`config.mk`:
```
export PLATFORM = sky130hd
export DESIGN_NAME = pcm_display_mux
export DESIGN_NICKNAME = d
export VERILOG_FILES = /design/src/core/pcm_display_mux.v
export VERILOG_INCLUDE_DIRS = /design/src /design/src/core
export SDC_FILE = /design/constraint.sdc
export NUM_CORES = 1
export LEC_CHECK = 0
export ABC_AREA = 1
export BUFFER_PORTS_ARGS = -buffer_cell sky130_fd_sc_hd__buf_2
export CAP_MARGIN = 20
export CORE_ASPECT_RATIO = 1.75
export CORE_MARGIN = 3
export CORE_UTILIZATION = 58
export CTS_CLUSTER_DIAMETER = 50
export DETAILED_ROUTE_END_ITERATION = 16
export HOLD_SLACK_MARGIN = 0.12
export PLACE_DENSITY = 0.85
export SYNTH_ARGS = -nofsm -noshare
export SYNTH_HDL_FRONTEND = slang
export SYNTH_SLANG_ARGS = --single-unit
```
`constraint.sdc`:
```
create_clock -name clk_sys_i -period 3.25 [get_ports clk_sys_i]
set_input_delay 0.4875 -clock clk_sys_i [delete_from_list [all_inputs] [get_ports clk_sys_i]]
set_output_delay 0.4875 -clock clk_sys_i [all_outputs]
set_load 0.005 [all_outputs]
```
`src/core/pcm_defines.vh`:
```
// constants for the panel/crt display output mux
`ifndef PCM_DEFINES_VH
`define PCM_DEFINES_VH
// apb register byte offsets
`define PCM_REG_CTRL      12'h000
`define PCM_REG_TIMING    12'h004
`define PCM_REG_PIXEL     12'h008
`define PCM_REG_STATUS    12'h00C
`define PCM_REG_IOSTAT    12'h010
// ctrl fields
`define PCM_CTRL_MODE_LSB 0
`define PCM_CTRL_TFT_BIT  2
`define PCM_CTRL_RST      32'h0000_0000
// display modes
`define PCM_MODE_LCD      2'h0
`define PCM_MODE_PLASMA   2'h1
`define PCM_MODE_CRT      2'h2
// timing register defaults: active pixels, total pixels per line; lines per frame is a fixed constant
`define PCM_TIMING_RST    32'h0020_0028
`define PCM_LINES_DEF     8'h10
`define PCM_HSYNC_LEN     8'h04
`define PCM_VSYNC_LINES   8'h02
// host i/o port addresses seen by the palette strobes, plus status port 3c2
`define PCM_IO_PEL_MASK   10'h3C6
`define PCM_IO_RD_ADDR    10'h3C7
`define PCM_IO_WR_ADDR    10'h3C8
`define PCM_IO_DATA       10'h3C9
`define PCM_IO_STAT0      10'h3C2
`define PCM_STAT0_SENSE   4
`endif

```
`src/core/pcm_display_mux.v`:
```
// display output stage: panel / plasma / crt pin mux with timing and palette strobes
`timescale 1ns/1ps
`include "pcm_defines.vh"

module pcm_display_mux
(
   input  wire        clk_sys_i,          // 20 mhz system clock
   input  wire        sys_rst_i,          // synchronous reset, active high
   input  wire        psel_i,             // apb select
   input  wire        penable_i,          // apb enable
   input  wire        pwrite_i,           // apb direction
   input  wire [11:0] paddr_i,            // apb byte address
   input  wire [31:0] pwdata_i,           // apb write data
   output reg  [31:0] prdata_o,           // apb read data
   output reg         pready_o,           // apb ready
   output reg         pslverr_o,          // apb error on unmapped address
   input  wire        power_down_n_i,     // pin, stop refresh when low
   input  wire        vref_grounded_i,    // pin, reference tied to ground
   input  wire        monitor_sense_i,    // pin, monitor detect / full scale set
   input  wire        host_io_rd_i,       // host i/o read strobe, same clock
   input  wire        host_io_wr_i,       // host i/o write strobe, same clock
   input  wire [9:0]  host_io_addr_i,     // host i/o address, same clock
   output reg         panel_or_tube_select_o,  // 1 crt, 0 lcd
   output reg         pixel_clock_o,           // ramdac pixel clock
   output reg         column_shift_clock_o,    // panel shift clock
   output reg         gray_weight_clock_o,     // weight clock / video enable
   output reg         line_latch_or_hsync_o,   // latch pulse / hsync
   output reg         frame_start_or_vsync_o,  // frame pulse / vsync
   output reg         frame_toggle_or_blank_o, // ac drive / blank
   output reg  [3:0]  lower_panel_data_o,      // lower panel data / low nibble
   output reg  [3:0]  upper_panel_data_o,      // upper panel data / high nibble
   output reg         palette_read_n_o,        // palette read strobe / tft bit 9
   output reg         palette_write_n_o,       // palette write strobe
   output reg         internal_dac_en_o        // internal ramdac enabled
);

   // ---------------------------------------------------------------
   // registers
   // ---------------------------------------------------------------
   reg  [31:0] ctrl;
   reg  [31:0] timing;
   reg  [8:0]  pixel;
   // async pins: bit 0 power down, bit 1 grounded reference, bit 2 sense
   wire [2:0]  pin_async = {monitor_sense_i, vref_grounded_i, power_down_n_i};
   wire [2:0]  pin_sync;
   reg  [7:0]  h_cnt;
   reg  [7:0]  v_cnt;
   reg         phase;
   reg         frame_ac;
   reg  [1:0]  weight_cnt;

   wire [1:0]  mode      = ctrl[`PCM_CTRL_MODE_LSB +: 2];
   wire        is_lcd    = (mode == `PCM_MODE_LCD);
   wire        is_plasma = (mode == `PCM_MODE_PLASMA);
   wire        is_crt    = (mode == `PCM_MODE_CRT);
   wire        tft_mode  = ctrl[`PCM_CTRL_TFT_BIT] & is_lcd;
   wire [7:0]  h_total   = timing[7:0];
   wire [7:0]  h_active  = timing[23:16];
   wire [7:0]  v_total   = `PCM_LINES_DEF;
   wire        refresh_on = pin_sync[0];
   wire        ext_dac    = pin_sync[1];

   // ---------------------------------------------------------------
   // pin synchronisers
   // ---------------------------------------------------------------
   // two stages per pin; only the second stage feeds any logic
   genvar      gi;

   generate
      for (gi = 0; gi < 3; gi = gi + 1)
      begin : g_pin_sync
         reg [1:0] stage;
         always @(posedge clk_sys_i)
         begin
            if (sys_rst_i)
               stage <= 2'h0;
            else
               stage <= {stage[0], pin_async[gi]};
         end
         assign pin_sync[gi] = stage[1];
      end
   endgenerate

   // ---------------------------------------------------------------
   // apb slave, zero wait states
   // ---------------------------------------------------------------
   wire setup  = psel_i & ~penable_i;
   wire mapped = (paddr_i == `PCM_REG_CTRL) | (paddr_i == `PCM_REG_TIMING) |
                 (paddr_i == `PCM_REG_PIXEL) | (paddr_i == `PCM_REG_STATUS) |
                 (paddr_i == `PCM_REG_IOSTAT);
   reg  [31:0] next_prdata;

   always @*
   begin
      case (paddr_i)
         `PCM_REG_CTRL:   next_prdata = ctrl;
         `PCM_REG_TIMING: next_prdata = timing;
         `PCM_REG_PIXEL:  next_prdata = {23'h0, pixel};
         `PCM_REG_STATUS: next_prdata = {12'h000, v_cnt, h_cnt, frame_ac, ext_dac,
                                         refresh_on, is_crt};
         // port 3c2 image: sense only with external ramdac
         `PCM_REG_IOSTAT: next_prdata = {27'h0, ext_dac & pin_sync[2], 4'h0};
         default:         next_prdata = 32'h0000_0000;
      endcase
   end

   always @(posedge clk_sys_i)
   begin
      if (sys_rst_i)
      begin
         ctrl      <= `PCM_CTRL_RST;
         timing    <= `PCM_TIMING_RST;
         pixel     <= 9'h000;
         prdata_o  <= 32'h0000_0000;
         pready_o  <= 1'b0;
         pslverr_o <= 1'b0;
      end
      else
      begin
         pready_o  <= setup;
         pslverr_o <= setup & ~mapped;
         if (setup & ~pwrite_i)
            prdata_o <= next_prdata;
         if (psel_i & penable_i & pready_o & pwrite_i)
         begin
            if (paddr_i == `PCM_REG_CTRL)
               ctrl <= {29'h0, pwdata_i[2:0]};
            if (paddr_i == `PCM_REG_TIMING)
               timing <= {8'h0, pwdata_i[23:16], 8'h0, pwdata_i[7:0]};
            if (paddr_i == `PCM_REG_PIXEL)
               pixel <= pwdata_i[8:0];
         end
      end
   end

   // ---------------------------------------------------------------
   // scan timing
   // ---------------------------------------------------------------
   wire line_end  = phase & (h_cnt >= h_total - 8'h01);
   wire frame_end = line_end & (v_cnt >= v_total - 8'h01);
   wire active    = (h_cnt < h_active);
   wire hsync     = (h_cnt >= h_total - `PCM_HSYNC_LEN);
   wire vsync     = (v_cnt < `PCM_VSYNC_LINES);

   always @(posedge clk_sys_i)
   begin
      if (sys_rst_i | ~refresh_on)
      begin
         phase      <= 1'b0;
         h_cnt      <= 8'h00;
         v_cnt      <= 8'h00;
         weight_cnt <= 2'h0;
         if (sys_rst_i)
            frame_ac <= 1'b0;
      end
      else
      begin
         phase <= ~phase;
         if (line_end)
            h_cnt <= 8'h00;
         else if (phase)
            h_cnt <= h_cnt + 8'h01;
         if (frame_end)
         begin
            v_cnt      <= 8'h00;
            frame_ac   <= ~frame_ac;
            weight_cnt <= weight_cnt + 2'h1;
         end
         else if (line_end)
            v_cnt <= v_cnt + 8'h01;
      end
   end

   // ---------------------------------------------------------------
   // pin functions per mode
   // ---------------------------------------------------------------
   // read-address port 3c7 gives no read strobe
   wire        pal_rd_hit = host_io_rd_i &
                            ((host_io_addr_i == `PCM_IO_PEL_MASK) |
                             (host_io_addr_i == `PCM_IO_WR_ADDR) |
                             (host_io_addr_i == `PCM_IO_DATA));
   wire        pal_wr_hit = host_io_wr_i &
                            (host_io_addr_i >= `PCM_IO_PEL_MASK) &
                            (host_io_addr_i <= `PCM_IO_DATA);

   reg         next_select;
   reg         next_pixel_clock;
   reg         next_shift_clock;
   reg         next_weight_clock;
   reg         next_line_latch;
   reg         next_frame_start;
   reg         next_frame_toggle;
   reg  [3:0]  next_lower;
   reg  [3:0]  next_upper;
   reg         next_palette_read_n;

   always @*
   begin
      // quiet levels first: an unused mode code leaves every pin idle except the palette strobes and the dac enable
      next_select         = 1'b0;
      next_pixel_clock    = 1'b0;
      next_shift_clock    = 1'b0;
      next_weight_clock   = 1'b0;
      next_line_latch     = 1'b0;
      next_frame_start    = 1'b0;
      next_frame_toggle   = 1'b0;
      next_lower          = 4'h0;
      next_upper          = 4'h0;
      next_palette_read_n = ~pal_rd_hit;
      case (mode)
         `PCM_MODE_LCD:
         begin
            next_shift_clock  = refresh_on & active & phase;
            // weight clock runs at frame/4 rate for pwm gray levels
            next_weight_clock = refresh_on & weight_cnt[1];
            next_line_latch   = refresh_on & line_end;
            next_frame_start  = refresh_on & (v_cnt == 8'h00) & hsync;
            next_frame_toggle = frame_ac;
            next_lower        = refresh_on ? pixel[3:0] : 4'h0;
            next_upper        = refresh_on ? pixel[7:4] : 4'h0;
            // tft reuses the read strobe pin as data bit 9, true polarity
            if (tft_mode)
               next_palette_read_n = refresh_on & pixel[8];
         end
         `PCM_MODE_PLASMA:
         begin
            next_shift_clock  = refresh_on & active & phase;
            next_weight_clock = refresh_on & active;
            next_line_latch   = refresh_on & hsync;
            next_frame_start  = refresh_on & vsync;
            // lower nibble reserved in plasma, held low
            next_upper        = refresh_on ? pixel[7:4] : 4'h0;
         end
         `PCM_MODE_CRT:
         begin
            next_select       = 1'b1;
            next_pixel_clock  = refresh_on & phase;
            next_line_latch   = refresh_on & hsync;
            next_frame_start  = refresh_on & vsync;
            next_frame_toggle = ~active | ~refresh_on;
            next_lower        = refresh_on ? pixel[3:0] : 4'h0;
            next_upper        = refresh_on ? pixel[7:4] : 4'h0;
         end
         default:
         begin
            next_select       = 1'b0;
         end
      endcase
   end

   // ---------------------------------------------------------------
   // output registers, every pin straight from a flip-flop
   // ---------------------------------------------------------------
   always @(posedge clk_sys_i)
   begin
      if (sys_rst_i)
      begin
         panel_or_tube_select_o  <= 1'b0;
         pixel_clock_o           <= 1'b0;
         column_shift_clock_o    <= 1'b0;
         gray_weight_clock_o     <= 1'b0;
         line_latch_or_hsync_o   <= 1'b0;
         frame_start_or_vsync_o  <= 1'b0;
         frame_toggle_or_blank_o <= 1'b0;
         lower_panel_data_o      <= 4'h0;
         upper_panel_data_o      <= 4'h0;
         palette_read_n_o        <= 1'b1;
         palette_write_n_o       <= 1'b1;
         internal_dac_en_o       <= 1'b0;
      end
      else
      begin
         // all pins but the dac enable and write strobe follow one mode field, so they switch in the same cycle
         panel_or_tube_select_o  <= next_select;
         internal_dac_en_o       <= ~ext_dac;
         pixel_clock_o           <= next_pixel_clock;
         column_shift_clock_o    <= next_shift_clock;
         gray_weight_clock_o     <= next_weight_clock;
         line_latch_or_hsync_o   <= next_line_latch;
         frame_start_or_vsync_o  <= next_frame_start;
         frame_toggle_or_blank_o <= next_frame_toggle;
         lower_panel_data_o      <= next_lower;
         upper_panel_data_o      <= next_upper;
         palette_read_n_o        <= next_palette_read_n;
         palette_write_n_o       <= ~pal_wr_hit;
      end
   end

endmodule

```
==> results.py <==
metrics = {
    "global_route": {
        "grt_max_degree": 54,
        "first_global_vias": 4511,
        "track_usage_pct": 28.1,
        "antenna_found_initial": 0,
        "grt-ovfl-total": 0,
        "grt_first_pass_wirelength_um": 20700,
    },
    "power": {
        "clkPwrFrac_pct": 43.2,
        "powerDensity_mw_per_mm2": 409,
        "p_comb_share_pct": 4.0,
        "p_sw_share_pct": 23.1,
        "seq_power_share_pct": 52.8,
        "power_leakage_nw": 2.48,
        "peakVddDrop_uv": 280,
        "p_int_w": 0.00177,
        "switching_power_w": 0.000532,
    },
    "worst_setup_path": {
        "criticalPathCategory": "flop to flop",
        "crit_start": "timing[4]",
        "crit_chain": "nor2_1, inv_1, nor2_1, nand3_1, nor2_1, xnor2_1, ha_1, nand2_1, inv_1, nor2_1, o21a_1, nand2_1, nand2_2, nand2_1, nor3_1",
        "slowest_delay_ns": 0.38,
        "arrival_ns": 3.12,
        "cp_top_family": "simple AND/OR/NAND/NOR gates",
        "r2r_start": "timing[4]",
        "slowest_stage": "dfxtp_1",
        "crit_fanout": 12,
        "end_kind": "flop",
        "path_depth": 15,
        "required_ns": 3.50,
        "path_buf_inv": 2,
        "startpoint_type": "flop",
        "r2r_cells": 15,
        "r2r_slack_ns": 0.39,
        "endpoint": "h_cnt[2]",
        "crit_top_cell": "nor2_1",
        "regToRegEndpoint": "h_cnt[2]",
    },
    "floorplanning": {
        "core_mm2": 0.00807,
        "dieArea_mm2": 0.00961,
        "die_h_um": 127,
        "num_rows": 43,
        "die_w_um": 75.4,
        "io_pins": 116,
        "initial_utilization_pct": 60.6,
    },
    "timing": {
        "period_needed_ns": 2.86,
        "finalSetupViolCount": 0,
        "tns_ns": 0,
        "worst_pin_slew_ns": 0.718,
        "max_freq_mhz": 349,
        "rsz0062_at_grt": "no",
        "hold_slack_ns": 0.346,
        "period_share_pct": 88.1,
        "finalHoldViolCount": 0,
        "slew-limit-headroom_pct": 52.1,
        "maxSlewViolCount": 0,
        "finClkSkew_ns": 0.00607,
    },
    "clocking": {
        "cts_tree": "built",
        "clk_latency_ns": 0.34,
        "cts_inserted_buffers": 9,
        "clock-sinks": 98,
        "post_cts_buffers": 0,
        "cts_buffer_depth": 2,
        "cts_root_buf": "clkbuf_16",
        "clk_pin_slew_worst_paths_ns": 0.07,
        "htreeDepth": 3,
    },
    "route": {
        "dr.pass1.iters": 5,
        "ant_nets": 0,
        "first_iter_violations": 423,
        "wl_per_cell_um": 15.5,
        "drc": 0,
        "vias_per_cell": 5.62,
        "num_vias": 4747,
        "drt_wl_total_um": 13100,
    },
    "synth": {
        "synth_simple_gate_area_share_pct": 28.2,
        "syn_avg_cell_area_um2": 7.33,
        "synthMuxAreaShare_pct": 0,
        "yosysWarnings": 0,
        "yosysSeqAreaShare_pct": 40.3,
        "synth_xor_area_share_pct": 2.87,
        "netlist_instances": 667,
        "synth_edf_count": 1,
        "ys_seq_elements": 98,
        "synth_cell_types": 36,
        "synth_top_family_by_area": "simple AND/OR/NAND/NOR gates",
        "syn_area_mm2": 0.00489,
        "async_flop_share_pct": 0,
        "synth_compound_area_share_pct": 10.7,
        "synthAdderAreaFrac_pct": 8.19,
        "synth-main-ff-cell": "dfxtp_1",
    },
    "place": {
        "gp_congestion": 0.979,
        "numPortBuffers": 92,
        "dp_hpwl_um": 9860,
    },
    "final_layout": {
        "final_nets": 846,
        "drive_gt1_share_pct": 17.6,
        "antennaDiodeCount": 0,
        "area_growth_pct": 14.9,
    },
    "hold_path": {
        "min_path_type": "input pin to flop",
    },
    "outcome": {
        "status": "finished, final reports clean",
    },
    "flow_run": {
        "cap_violations": 0,
    },
}
-- registers in the layout, summed over array words and instances (netlist names), 3 cells and up --
name and cells:
pixel 9, ctrl 3, timing 16, v_cnt 8, g_pin_sync.stage 6, prdata_o 24
h_cnt 8, lower_panel_data_o 4, upper_panel_data_o 4
-- worst min-delay path by stage --
stage	from	to	cells after the start
after CTS	monitor_sense_i	g_pin_sync[2].stage[0]	3
after detailed placement	g_pin_sync[2].stage[0]	g_pin_sync[2].stage[1]	2
after global routing	vref_grounded_i	g_pin_sync[1].stage[0]	3
after global placement	g_pin_sync[1].stage[0]	g_pin_sync[1].stage[1]	2
after floorplan	g_pin_sync[0].stage[0]	g_pin_sync[0].stage[1]	2
final	power_down_n_i	g_pin_sync[0].stage[0]	3
-- layer usage --
| layer | routed length [um] | global-route usage [%] | vias to the layer above |
|---|---|---|---|
| li1 | - | - | 2302 |
| met1 | 4650 | 30.2 | 2135 |
| met2 | 6840 | 48.9 | 244 |
| met3 | 802 | 4.72 | 66 |
| met4 | 782 | 17.0 | 0 |
| met5 | 0 | 0 | - |
-- power by group through the flow --
stage | Sequential [W] | Combinational, W | Clock (W)
2_1_floorplan | 0.00124 | 0.0000511 | 0
3_3_place_gp | 0.00124 | 0.0000872 | 0
3_5_place_dp | 0.00124 | 0.0000904 | 0
4_1_cts | 0.00121 | 0.0000910 | 0.00100
5_1_grt | 0.00121 | 0.000102 | 0.00106
6_report | 0.00121 | 0.0000923 | 0.000993
-- cells by family after synthesis --
logic type	Yosys count
AO/OA/AOI/OAI	97
flip-flops	98
AND/OR/NAND/NOR	315
other	1
XOR/XNOR	16
buffers and inverters	108
adder cells (fa/ha/maj)	32
-- worst reg2reg max path: cells and delay by family (launching register included) --
kind	cells	cell delay, ns
simple gates	10	1.77
flops	1	0.38
fa+ha+maj	1	0.26
xor+xnor	1	0.13
buf+inv	2	0.12
compound gates	1	0.12
-- cells in the final DEF, fill, tap and decap left out, types with 7 or more instances in the layout --
master,n
a21oi_1,68
buf_2,92
clkbuf_16,9
conb_1,8
dfxtp_1,97
ha_1,32
inv_1,76
nand2_1,152
nand2_2,7
nand3_1,64
nand4_1,10
nor2_1,58
nor3_1,11
o21ai_0,14
xor2_1,12
-- stage by stage --
stage	cells	total power, W	cell area [um2]	utilization (%)	setup WS [ns]
finish	845	0.00230	5620	69.6	0.385
global route	845	0.00237	5620	69.6	0.109
CTS	845	0.00230	5620	69.6	0.321
detailed placement	829	0.00133	5340	66.1	0.378
global placement	829	0.00133	5340	66.1	0.467
floorplan	674	0.00129	4920	-	1.10
-- timing repair --
action / in CTS / in global routing
gates resized for setup: 0 / 1
endpoints found under the setup margin: 0 / 1
endpoints found under the hold margin: 0 / 0
hold buffers: 0 / 0
-- area by class of cell --
| type | instances | area, um2 |
|---|---|---|
| clock buffer | 9 | 225 |
| clock inverter | 7 | 53.8 |
| fill | 648 | 2450 |
| inverter | 77 | 289 |
| multi-input combinational | 468 | 2470 |
| sequential | 98 | 1970 |
| tap | 90 | 113 |
| timing repair buffer | 96 | 490 |
-- synthesized netlist by cell type, types with 3 or more instances --
master,count,area share [%]
ha_1,32,8.2
nor3_1,11,1.1
inv_1,76,5.8
nor2_4,4,0.92
a21oi_2,4,0.72
buf_2,5,0.51
xor2_1,12,2.1
nor2_1,58,4.5
o21ai_0,14,1.4
clkbuf_1,13,1.0
nand2_2,6,0.77
dfxtp_1,97,40
buf_4,10,1.5
nand2_1,153,12
o22ai_1,4,0.51
xnor2_1,4,0.72
nand3_1,64,6.5
a21oi_1,68,7.0
o211ai_1,3,0.46
nand4_1,10,1.3
No activity file was read; power rests on OpenSTA's default activity.
